<file path="src/dsle_pkg.sv">
package dsle_pkg;

  // Clock and pattern timebase
  localparam int CLK_FREQ_KHZ = 100000;
  localparam int TICK_MS = 50;
  localparam int TICK_CYCLES_DEF = TICK_MS * CLK_FREQ_KHZ;

  // Flash timing in milliseconds
  localparam int FLICK_MS = 50;
  localparam int TRIP_ON_MS = 100;
  localparam int TRIP_GAP_MS = 500;
  localparam int FB_ON_MS = 200;
  localparam int FB_GAP_MS = 1000;

  // Phase lengths in ticks, gaps in phases
  localparam logic [7:0] FLICK_T = 8'(FLICK_MS / TICK_MS);
  localparam logic [7:0] TRIP_ON_T = 8'(TRIP_ON_MS / TICK_MS);
  localparam logic [7:0] FB_ON_T = 8'(FB_ON_MS / TICK_MS);
  localparam logic [7:0] TRIP_GAP_PH = 8'(TRIP_GAP_MS / TRIP_ON_MS);
  localparam logic [7:0] FB_GAP_PH = 8'(FB_GAP_MS / FB_ON_MS);

  // Trip codes
  localparam int NUM_TRIPS = 10;
  localparam logic [3:0] TRIP_BUS_OV = 4'h1;
  localparam logic [3:0] TRIP_PWR_MOD = 4'h2;
  localparam logic [3:0] TRIP_OVERCUR = 4'h3;
  localparam logic [3:0] TRIP_OVERSPD = 4'h4;
  localparam logic [3:0] TRIP_FEEDBACK = 4'h5;
  localparam logic [3:0] TRIP_MOT_OVL = 4'h6;
  localparam logic [3:0] TRIP_OVERTEMP = 4'h7;
  localparam logic [3:0] TRIP_DRV_OVL = 4'h8;
  localparam logic [3:0] TRIP_FOLLOW = 4'h9;
  localparam logic [3:0] TRIP_ERR_IN = 4'ha;

  // CAN bus-off threshold
  localparam logic [8:0] BUS_OFF_LIMIT = 9'h0ff;

  // Register byte offsets
  localparam logic [7:0] CTRL_OFS = 8'h00;
  localparam logic [7:0] CAN_OFS = 8'h04;
  localparam logic [7:0] ETH_OFS = 8'h08;
  localparam logic [7:0] TRIP_OFS = 8'h0c;
  localparam logic [7:0] STAT_OFS = 8'h10;

  // Field positions
  localparam int CTRL_EN_BIT = 0;
  localparam int CTRL_FWDL_BIT = 1;
  localparam int CTRL_FWBAD_BIT = 2;
  localparam int CTRL_START_BIT = 3;
  localparam int CAN_ERRK_LSB = 3;
  localparam int CAN_ABD_BIT = 5;
  localparam int ETH_ERR_BIT = 3;
  localparam int TRIP_SHORT_BIT = 10;
  localparam int STAT_UV_BIT = 4;
  localparam int STAT_BOFF_BIT = 5;
  localparam int STAT_LED_LSB = 6;

  // Reset values
  localparam logic [3:0] CTRL_RST = 4'h0;
  localparam logic [5:0] CAN_RST = 6'h00;
  localparam logic [3:0] ETH_RST = 4'h0;

  typedef enum logic [2:0] {
    CAN_INIT, CAN_STOPPED, CAN_PREOP, CAN_OPER, CAN_DOWNLOAD
  } dsle_can_state_t;

  typedef enum logic [2:0] {
    ETH_NOT_ACTIVE, ETH_PREOP1, ETH_PREOP2, ETH_READY, ETH_STOPPED, ETH_BASIC, ETH_OPER
  } dsle_eth_state_t;

  typedef enum logic [2:0] {
    K_OFF, K_ON, K_BLINK, K_BLINKN, K_FLICK, K_FLICKN, K_FLASH
  } dsle_kind_t;

  // One LED pattern selection
  typedef struct packed {
    dsle_kind_t kind;
    logic [3:0] cnt;
    logic slow;
  } dsle_sel_t;

  localparam int NUM_LEDS = 6;
  localparam int LED_STAT_G = 0;
  localparam int LED_STAT_R = 1;
  localparam int LED_CAN_RUN = 2;
  localparam int LED_CAN_ERR = 3;
  localparam int LED_ETH_STAT = 4;
  localparam int LED_ETH_ERR = 5;

endpackage

</file>
<file path="src/dsle_led_encoder.sv">
// The APB slave port and the register addresses were decided locally.
`timescale 1ns/1ns
module dsle_led_encoder
  import dsle_pkg::*;
#(
  parameter int unsigned TICK_CYCLES = TICK_CYCLES_DEF
)(
  input wire logic pclk,
  input wire logic presetn,
  input wire logic ce,
  input wire logic psel,
  input wire logic penable,
  input wire logic pwrite,
  input wire logic [7:0] paddr,
  input wire logic [31:0] pwdata,
  output logic [31:0] prdata,
  output logic pready,
  output logic pslverr,
  input wire logic [NUM_TRIPS-1:0] trip_event,
  input wire logic phase_short_event,
  input wire logic bus_undervoltage_level,
  input wire logic mains_off,
  input wire logic [8:0] can_tx_err_cnt,
  input wire logic [8:0] can_rx_err_cnt,
  output logic stat_green,
  output logic stat_red,
  output logic can_run_led,
  output logic can_err_led,
  output logic eth_stat_led,
  output logic eth_err_led
);

  // Refuse a timebase that can never tick
  if (TICK_CYCLES < 1)
  begin : gen_tick_check
    $error("TICK_CYCLES must be at least one");
  end

  logic [3:0] ctrl_reg, ctrl_next;
  logic [5:0] can_reg, can_next;
  logic [3:0] eth_reg, eth_next;
  logic [NUM_TRIPS-1:0] trip_reg, trip_next;
  logic short_reg, short_next;
  logic [31:0] prdata_reg, prdata_next;
  logic [2:0] uv_sync_reg, uv_sync_next, mo_sync_reg, mo_sync_next;
  logic uv_reg, uv_next, mo_reg, mo_next;
  logic [31:0] tick_reg, tick_next;
  logic tick;
  logic [NUM_LEDS-1:0] led_vec;
  dsle_sel_t sel [NUM_LEDS];
  logic [3:0] code;
  logic wr_en, map_hit, drv_en, uv_flag, bus_off, started, autobaud;
  dsle_can_state_t can_st;
  dsle_eth_state_t eth_st;

  // APB decode
  assign map_hit = (paddr == CTRL_OFS) || (paddr == CAN_OFS) || (paddr == ETH_OFS)
                   || (paddr == TRIP_OFS) || (paddr == STAT_OFS);
  assign wr_en = psel && penable && pwrite && ce && map_hit;
  assign pready = ce;
  assign pslverr = psel && penable && !map_hit;
  assign prdata = prdata_reg;

  assign drv_en = ctrl_reg[CTRL_EN_BIT];
  assign started = ctrl_reg[CTRL_START_BIT];
  assign autobaud = can_reg[CAN_ABD_BIT];
  assign can_st = dsle_can_state_t'(can_reg[2:0]);
  assign eth_st = dsle_eth_state_t'(eth_reg[2:0]);
  assign uv_flag = uv_reg && drv_en;
  assign bus_off = (can_tx_err_cnt > BUS_OFF_LIMIT) || (can_rx_err_cnt > BUS_OFF_LIMIT);

  // Lowest latched code, short counts as power module
  always_comb
  begin
    logic [NUM_TRIPS-1:0] eff;
    eff = trip_reg;
    eff[TRIP_PWR_MOD - 4'h1] = eff[TRIP_PWR_MOD - 4'h1] | short_reg;
    code = 4'h0;
    for (int i = NUM_TRIPS - 1; i >= 0; i--)
    begin
      if (eff[i])
        code = 4'(i + 1);
    end
  end

  // Register, sync and timebase next values
  always_comb
  begin
    ctrl_next = ctrl_reg;
    can_next = can_reg;
    eth_next = eth_reg;
    trip_next = trip_reg;
    short_next = short_reg;
    prdata_next = prdata_reg;
    uv_sync_next = {uv_sync_reg[1:0], bus_undervoltage_level};
    mo_sync_next = {mo_sync_reg[1:0], mains_off};
    uv_next = (uv_sync_reg[2] == uv_sync_reg[1]) ? uv_sync_reg[2] : uv_reg;
    mo_next = (mo_sync_reg[2] == mo_sync_reg[1]) ? mo_sync_reg[2] : mo_reg;
    tick_next = (tick_reg == TICK_CYCLES - 1) ? 32'h0 : tick_reg + 32'h1;
    if (psel && !penable)
    begin
      unique case (paddr)
        CTRL_OFS: prdata_next = {28'h0, ctrl_reg};
        CAN_OFS: prdata_next = {26'h0, can_reg};
        ETH_OFS: prdata_next = {28'h0, eth_reg};
        TRIP_OFS: prdata_next = {21'h0, short_reg, trip_reg};
        STAT_OFS: prdata_next = {20'h0, led_vec, bus_off, uv_flag, code};
        default: prdata_next = 32'h0;
      endcase
    end
    if (wr_en)
    begin
      unique case (paddr)
        CTRL_OFS: ctrl_next = pwdata[3:0];
        CAN_OFS: can_next = pwdata[5:0];
        ETH_OFS: eth_next = pwdata[3:0];
        TRIP_OFS: trip_next = trip_reg & ~pwdata[NUM_TRIPS-1:0];
        default: ;
      endcase
    end
    // Set wins over clear
    trip_next = trip_next | trip_event;
    if (mo_reg)
      short_next = 1'b0;
    if (phase_short_event)
      short_next = 1'b1;
  end

  always_ff @(posedge pclk or negedge presetn)
  begin
    if (!presetn)
    begin
      ctrl_reg <= CTRL_RST;
      can_reg <= CAN_RST;
      eth_reg <= ETH_RST;
      trip_reg <= '0;
      short_reg <= 1'b0;
      prdata_reg <= 32'h0;
      uv_sync_reg <= 3'h0;
      mo_sync_reg <= 3'h0;
      uv_reg <= 1'b0;
      mo_reg <= 1'b0;
      tick_reg <= 32'h0;
    end
    else if (ce)
    begin
      ctrl_reg <= ctrl_next;
      can_reg <= can_next;
      eth_reg <= eth_next;
      trip_reg <= trip_next;
      short_reg <= short_next;
      prdata_reg <= prdata_next;
      uv_sync_reg <= uv_sync_next;
      mo_sync_reg <= mo_sync_next;
      uv_reg <= uv_next;
      mo_reg <= mo_next;
      tick_reg <= tick_next;
    end
  end

  assign tick = (tick_reg == TICK_CYCLES - 1);

  // Pattern selection for every LED
  always_comb
  begin
    for (int i = 0; i < NUM_LEDS; i++)
      sel[i] = '{kind: K_OFF, cnt: 4'h0, slow: 1'b0};
    // Drive status LED
    if (ctrl_reg[CTRL_FWDL_BIT])
      sel[LED_STAT_G].kind = K_FLICK;
    else if (code != 4'h0)
      sel[LED_STAT_R] = '{kind: K_FLASH, cnt: code, slow: 1'b0};
    else if (uv_flag)
    begin
      sel[LED_STAT_G].kind = K_BLINK;
      sel[LED_STAT_R].kind = K_BLINKN;
    end
    else if (drv_en)
      sel[LED_STAT_G].kind = K_ON;
    else
      sel[LED_STAT_R].kind = K_ON;
    // CAN LEDs
    if (started)
    begin
      if (autobaud)
      begin
        sel[LED_CAN_RUN].kind = K_FLICK;
        sel[LED_CAN_ERR].kind = K_FLICKN;
      end
      else
      begin
        unique case (can_st)
          CAN_STOPPED: sel[LED_CAN_RUN] = '{kind: K_FLASH, cnt: 4'h1, slow: 1'b1};
          CAN_DOWNLOAD: sel[LED_CAN_RUN] = '{kind: K_FLASH, cnt: 4'h3, slow: 1'b1};
          CAN_PREOP: sel[LED_CAN_RUN].kind = K_BLINK;
          CAN_OPER: sel[LED_CAN_RUN].kind = K_ON;
          default: sel[LED_CAN_RUN].kind = K_OFF;
        endcase
        if (bus_off)
          sel[LED_CAN_ERR].kind = K_ON;
        else if (can_reg[CAN_ERRK_LSB+1:CAN_ERRK_LSB] != 2'h0)
          sel[LED_CAN_ERR] = '{kind: K_FLASH,
                               cnt: {2'h0, can_reg[CAN_ERRK_LSB+1:CAN_ERRK_LSB]},
                               slow: 1'b1};
      end
    end
    // Ethernet LEDs
    if (ctrl_reg[CTRL_FWBAD_BIT])
    begin
      sel[LED_ETH_STAT].kind = K_BLINK;
      sel[LED_ETH_ERR].kind = K_BLINK;
    end
    else if (started)
    begin
      unique case (eth_st)
        ETH_PREOP1: sel[LED_ETH_STAT] = '{kind: K_FLASH, cnt: 4'h1, slow: 1'b1};
        ETH_PREOP2: sel[LED_ETH_STAT] = '{kind: K_FLASH, cnt: 4'h2, slow: 1'b1};
        ETH_READY: sel[LED_ETH_STAT] = '{kind: K_FLASH, cnt: 4'h3, slow: 1'b1};
        ETH_STOPPED: sel[LED_ETH_STAT].kind = K_BLINK;
        ETH_BASIC: sel[LED_ETH_STAT].kind = K_FLICK;
        ETH_OPER: sel[LED_ETH_STAT].kind = K_ON;
        default: sel[LED_ETH_STAT].kind = K_OFF;
      endcase
      if (eth_reg[ETH_ERR_BIT])
        sel[LED_ETH_ERR].kind = K_ON;
    end
  end

  // One pattern generator per LED
  for (genvar g = 0; g < NUM_LEDS; g++)
  begin : gen_led
    dsle_sel_t held_reg, held_next;
    logic [7:0] sub_reg, sub_next, seg_reg, seg_next, ph_len, last_seg;
    logic led_reg, led_next;

    always_comb
    begin
      unique case (sel[g].kind)
        K_FLICK, K_FLICKN: ph_len = FLICK_T;
        K_FLASH: ph_len = sel[g].slow ? FB_ON_T : TRIP_ON_T;
        default: ph_len = FB_ON_T;
      endcase
      if (sel[g].kind == K_FLASH)
        last_seg = {3'h0, sel[g].cnt, 1'b0}
                   + (sel[g].slow ? FB_GAP_PH : TRIP_GAP_PH) - 8'h1;
      else
        last_seg = 8'h1;
      held_next = held_reg;
      sub_next = sub_reg;
      seg_next = seg_reg;
      if (sel[g] != held_reg)
      begin
        held_next = sel[g];
        sub_next = 8'h0;
        seg_next = 8'h0;
      end
      else if (tick)
      begin
        if (sub_reg >= ph_len - 8'h1)
        begin
          sub_next = 8'h0;
          seg_next = (seg_reg >= last_seg) ? 8'h0 : seg_reg + 8'h1;
        end
        else
          sub_next = sub_reg + 8'h1;
      end
      unique case (sel[g].kind)
        K_ON: led_next = 1'b1;
        K_BLINK, K_FLICK: led_next = !seg_next[0];
        K_BLINKN, K_FLICKN: led_next = seg_next[0];
        K_FLASH: led_next = !seg_next[0] && (seg_next < {3'h0, sel[g].cnt, 1'b0});
        default: led_next = 1'b0;
      endcase
    end

    always_ff @(posedge pclk or negedge presetn)
    begin
      if (!presetn)
      begin
        held_reg <= '{kind: K_OFF, cnt: 4'h0, slow: 1'b0};
        sub_reg <= 8'h0;
        seg_reg <= 8'h0;
        led_reg <= 1'b0;
      end
      else if (ce)
      begin
        held_reg <= held_next;
        sub_reg <= sub_next;
        seg_reg <= seg_next;
        led_reg <= led_next;
      end
    end

    assign led_vec[g] = led_reg;

    a_restart_seq: assert property (@(posedge pclk) disable iff (!presetn)
      (ce && sel[g] != held_reg) |=> (seg_reg == 8'h0 && sub_reg == 8'h0))
      else $error("pattern did not restart on selection change");
  end

  assign stat_green = led_vec[LED_STAT_G];
  assign stat_red = led_vec[LED_STAT_R];
  assign can_run_led = led_vec[LED_CAN_RUN];
  assign can_err_led = led_vec[LED_CAN_ERR];
  assign eth_stat_led = led_vec[LED_ETH_STAT];
  assign eth_err_led = led_vec[LED_ETH_ERR];

  // Checks
  a_run_green: assert property (@(posedge pclk) disable iff (!presetn)
    (ce && drv_en && !uv_flag && code == 4'h0 && !ctrl_reg[CTRL_FWDL_BIT]
     && $stable(ctrl_reg)) |=> (stat_green && !stat_red))
    else $error("enabled drive not steady green");
  a_idle_red: assert property (@(posedge pclk) disable iff (!presetn)
    (ce && !drv_en && code == 4'h0 && !ctrl_reg[CTRL_FWDL_BIT]
     && $stable(ctrl_reg)) |=> (stat_red && !stat_green))
    else $error("disabled drive not steady red");
  a_trip_lowest: assert property (@(posedge pclk) disable iff (!presetn)
    (trip_reg[0] || trip_reg[TRIP_OVERCUR - 4'h1]) |-> (code <= TRIP_OVERCUR))
    else $error("shown code not the lowest latched");
  a_trip_gone_green: assert property (@(posedge pclk) disable iff (!presetn)
    (code != 4'h0 && !ctrl_reg[CTRL_FWDL_BIT] && ce) |=> !stat_green)
    else $error("green lit while trip shown");
  a_uv_gate: assert property (@(posedge pclk) disable iff (!presetn)
    (ce && uv_reg && !drv_en && code == 4'h0 && !ctrl_reg[CTRL_FWDL_BIT]
     && $stable(ctrl_reg)) |=> (stat_red && !stat_green))
    else $error("undervoltage raised while disabled");
  a_busoff_lit: assert property (@(posedge pclk) disable iff (!presetn)
    (ce && started && !autobaud && bus_off) ##1 (ce && started && !autobaud && bus_off)
    |=> can_err_led)
    else $error("bus-off did not light error LED");
  a_busoff_limit: assert property (@(posedge pclk) disable iff (!presetn)
    (can_tx_err_cnt <= BUS_OFF_LIMIT && can_rx_err_cnt <= BUS_OFF_LIMIT) |-> !bus_off)
    else $error("bus-off at or below limit");
  a_can_quiet: assert property (@(posedge pclk) disable iff (!presetn)
    (ce && !started) ##1 (ce && !started) |=> (!can_run_led && !can_err_led))
    else $error("CAN LEDs lit before startup");
  a_eth_err: assert property (@(posedge pclk) disable iff (!presetn)
    (ce && started && eth_reg[ETH_ERR_BIT] && !ctrl_reg[CTRL_FWBAD_BIT]) [*2]
    |=> eth_err_led)
    else $error("Ethernet error LED not lit");
  a_short_hold: assert property (@(posedge pclk) disable iff (!presetn)
    (short_reg && !mo_reg) |=> short_reg)
    else $error("phase short trip released with mains present");

  c_trip_shown: cover property (@(posedge pclk) disable iff (!presetn)
    code == TRIP_OVERCUR ##1 stat_red);
  c_uv_alt: cover property (@(posedge pclk) disable iff (!presetn)
    uv_flag && stat_green ##[1:100] uv_flag && stat_red);
  c_autobaud: cover property (@(posedge pclk) disable iff (!presetn)
    autobaud && started && can_run_led && !can_err_led);
  c_short_clear: cover property (@(posedge pclk) disable iff (!presetn)
    short_reg ##1 !short_reg);

endmodule

</file>
<file path="config.mk">
export PLATFORM = sky130hd
export DESIGN_NAME = dsle_led_encoder
export DESIGN_NICKNAME = d
export VERILOG_FILES = /design/src/dsle_pkg.sv /design/src/dsle_led_encoder.sv
export SDC_FILE = /design/constraint.sdc
export NUM_CORES = 1
export LEC_CHECK = 0
export ABC_AREA = 1
export BUFFER_PORTS_ARGS = -buffer_cell sky130_fd_sc_hd__buf_2
export CAP_MARGIN = 20
export CORE_MARGIN = 8
export CORE_UTILIZATION = 55
export CTS_CLUSTER_DIAMETER = 50
export DETAILED_ROUTE_END_ITERATION = 8
export GPL_TIMING_DRIVEN = 0
export PLACE_DENSITY = 0.75
export SKIP_LAST_GASP = 1
export SLEW_MARGIN = 20
export SYNTH_ARGS = -nofsm -noshare
export SYNTH_HDL_FRONTEND = slang
export SYNTH_SLANG_ARGS = --single-unit
</file>
<file path="constraint.sdc">
create_clock -name pclk -period 5.16 [get_ports pclk]
set_input_delay 0.258 -clock pclk [delete_from_list [all_inputs] [get_ports pclk]]
set_output_delay 0.258 -clock pclk [all_outputs]
set_load 0.005 [all_outputs]
</file>
==> run metrics <==
outcome=complete, no violations; cell count after placement=~1,900; Final Non-Filler Cells=between 1,500 and 2,000; routed via count=10,653; xor/xnor share of the synthesized area=0.03227; largest net degree at the start of global routing=87; drt drc=0; Synth Area in Adders=0.05973; worst reg-to-reg setup slack=1.38 ns; post-synthesis compound-gate area fraction=0.1230; die width=~160 um; DP HPWL=22,170 um; post-DR vias/cell=5.471; area overhead of the layout relative to synthesis=15.43%; most instantiated library cell after synthesis=nand2_1; RSZ-0062 raised after global routing=false; layout filler cell count=1,855; Async SR Flop Fraction=1.000; post-synth top area share=0.4338; vias in the first global route=10,221; Final nets=1,782; Initial Util=0.5540; Avg Synthesized Cell Area=7.840 um^2; Data arrival, critical path=about 4.2 ns; Worst-path clk slew=~0.060 ns; final setup fails=0; Rows=54; Hold Vio Cnt, Final=0; WS Path Type=flop to flop; CTS H-Tree Depth=1; TritonCTS clock tree=built; GRT overflow=0; sequential fraction of the synthesis area=0.4338; Worst VDD drop=0.2426 mV; post_cts resized=0; global-route total usage across every layer=0.2343; most common library cells after synthesis=nand2_1 (332), inv_1 (237), dfrtp_1 (207); Yosys warnings=0; clock sink count=just over 200; startpoint types=flop; FF+latch area=between 5000 and 6000 um^2; Worst slew margin=0.3322; routability cong.=about 0.91; minimum clock period=3.778 ns; Req. time, crit path=5.62 ns; Netlist cell types=54; Fin Clk Skew=0.01856 ns; Power Density=292.4 nW/um^2; layout cell share with drive strength beyond 1=0.1152; core area=21,550 um^2; initial antenna violation count=0; Core Util, Final=0.6394; die boundary height=163.3 um; static leakage=6.954 nW; DRT Pass-1 Iters=6; # IOs=117; synth top area cells=dfrtp_1 (43%), nand2_1 (10%), inv_1 (7.5%), ha_1 (6.0%), o21ai_0 (5.2%); crit path max fanout=5; Final Cycle Share=0.7321; Least-Margin Pin Slew=roughly 1 ns; number of max-cap violations=0; ant diodes=0; setup TNS=0 ns; area of the die=26,680 um^2; Setup crit end kind=flop; clk buf depth=3; multi-input logic area=5652 um^2; TritonCTS Buffers=26; Avg WL per Cell=15.92 um; Synth Flop Type=dfrtp_1; largest family of logic cells by synthesized area=simple AND/OR/NAND/NOR gates; Synth Register Bits=207; 1st-iter DRT viols=936; clk_lat worst skew=0.53 ns; mux share of post-synthesis cell area=0; post-synthesis simple-gate area fraction=0.2501; FMAX=264.7 MHz; Mapped Cells=1,523; Root Buffer=clkbuf_16; number of flops mapped to enable cells by yosys=0; mapped cell area=11,940 um^2; buffers added on ports=57; Synth area leader=dfrtp_1; first-pass GRT wire length=roughly 50,000 um; worst hold path class=primary input to flop; fin. max-slew vios=0; ANT nets after route=0; DRT Wirelength=31,000 um
[where the power goes]
part	total, mW	switching, mW	leakage (nW)	internal (mW)
registers	1.75	0.0553	2.69	1.70
logic	0.381	0.256	3.82	0.124
clock network	1.90	0.740	0.438	1.16
[repair_timing]
item,4_1_cts,5_1_grt
setup buffers,0,0
hold buffers,14,0
hold endpoints to repair,67,0
[worst max-delay path, cell delays in order (launching register included)]
cell and delay, ns:
dfrtp_1 0.46, nor2_1 0.18, nand3_1 0.17, a21oi_1 0.24
a21oi_2 0.08, nand2_2 0.10, nand2_2 0.10, inv_1 0.15
o211ai_1 0.15, ha_1 0.22, a211oi_1 0.29, nand3_1 0.15
nand2_1 0.08, inv_1 0.05, nor2_1 0.18, nand4_1 0.14
o21ai_0 0.14, ha_1 0.29, a21oi_1 0.15, nand2_1 0.08
nand2_1 0.06, nand2_1 0.05, nand2_1 0.05, nand2_1 0.07
nand2_1 0.06
[routing by layer]
metal	up-vias	global-route usage	part of all wire	routed length (um)
li1	5193	-	-	-
met1	5022	0.3137	0.44	13530
met2	367	0.3728	0.45	13950
met3	71	0.04259	0.079	2451
met4	0	0.08841	0.034	1068
met5	-	0	0	0
[final timing paths]
check	start	end	depth (start not counted)
worst max-delay path	short_reg	stat_red	24
max in group asynchronous	presetn	tick_reg[29]	3
worst max register to register	short_reg	stat_red	24
worst min register to register	prdata[6]	prdata[6]	2
min in group asynchronous	presetn	gen_led[5].sub_reg[6]	2
worst min-delay path	pwdata[9]	trip_reg[9]	3
[kinds of logic (layout without fill, tap and decap cells)]
| group | count (synthesis) | count (layout) |
|---|---|---|
| adder cells (fa/ha/maj) | 57 | 57 |
| XOR/XNOR | 44 | 44 |
| AND/OR/NAND/NOR | 663 | 663 |
| flip-flops | 207 | 207 |
| other | 2 | 26 |
| buffers and inverters | 296 | 416 |
| AO/OA/AOI/OAI | 254 | 254 |
[cell usage in the layout, fill, tap and decap left out, types with 4 or more instances in the layout]
cell and n:
inv_2 15, o21ai_1 5, nand3b_1 4, xnor2_1 14, nor2_1 140, buf_4 22
a31oi_1 5, a22oi_1 4, o21ai_0 123, a22o_1 5, o21a_1 4, inv_1 237
xor2_1 30, nor3_1 22, a21oi_1 46, clkbuf_16 27, clkbuf_1 16, nor2_4 7
o221ai_1 4, nand3_1 68, ha_1 57, dlygate4sd3_1 14, dfrtp_1 207, nor3_2 7
nor4_1 18, nor2_2 8, o211ai_1 17, buf_2 60, nand2_1 332, conb_1 26
a211oi_1 6, nand4_1 34, nand2_2 11, o22ai_1 19, clkinvlp_4 4
[stage by stage]
step / instance area, um^2 / power, mW / setup slack [ns] / hold slack [ns]
after global routing: 13780 / 4.197 / 1.006 / 0.06963
final: 13780 / 4.029 / 1.382 / 0.04702
after floorplan: 12030 / 2.005 / 2.074 / -0.03759
after detailed placement: 12730 / 2.145 / 1.526 / 0.2233
after global placement: 12670 / 2.125 / 0.2879 / 0.4540
after CTS: 13780 / 4.055 / 1.457 / 0.02910
[final cells by class]
type / count / area share
multi-input combinational: 1044 / 0.4101
sequential: 207 / 0.3759
inverter: 252 / 0.06863
clock buffer: 31 / 0.05229
timing repair buffer: 73 / 0.03559
tap: 280 / 0.02542
buffer: 44 / 0.01834
clock inverter: 16 / 0.01380
No activity file was read; power rests on OpenSTA's default activity.
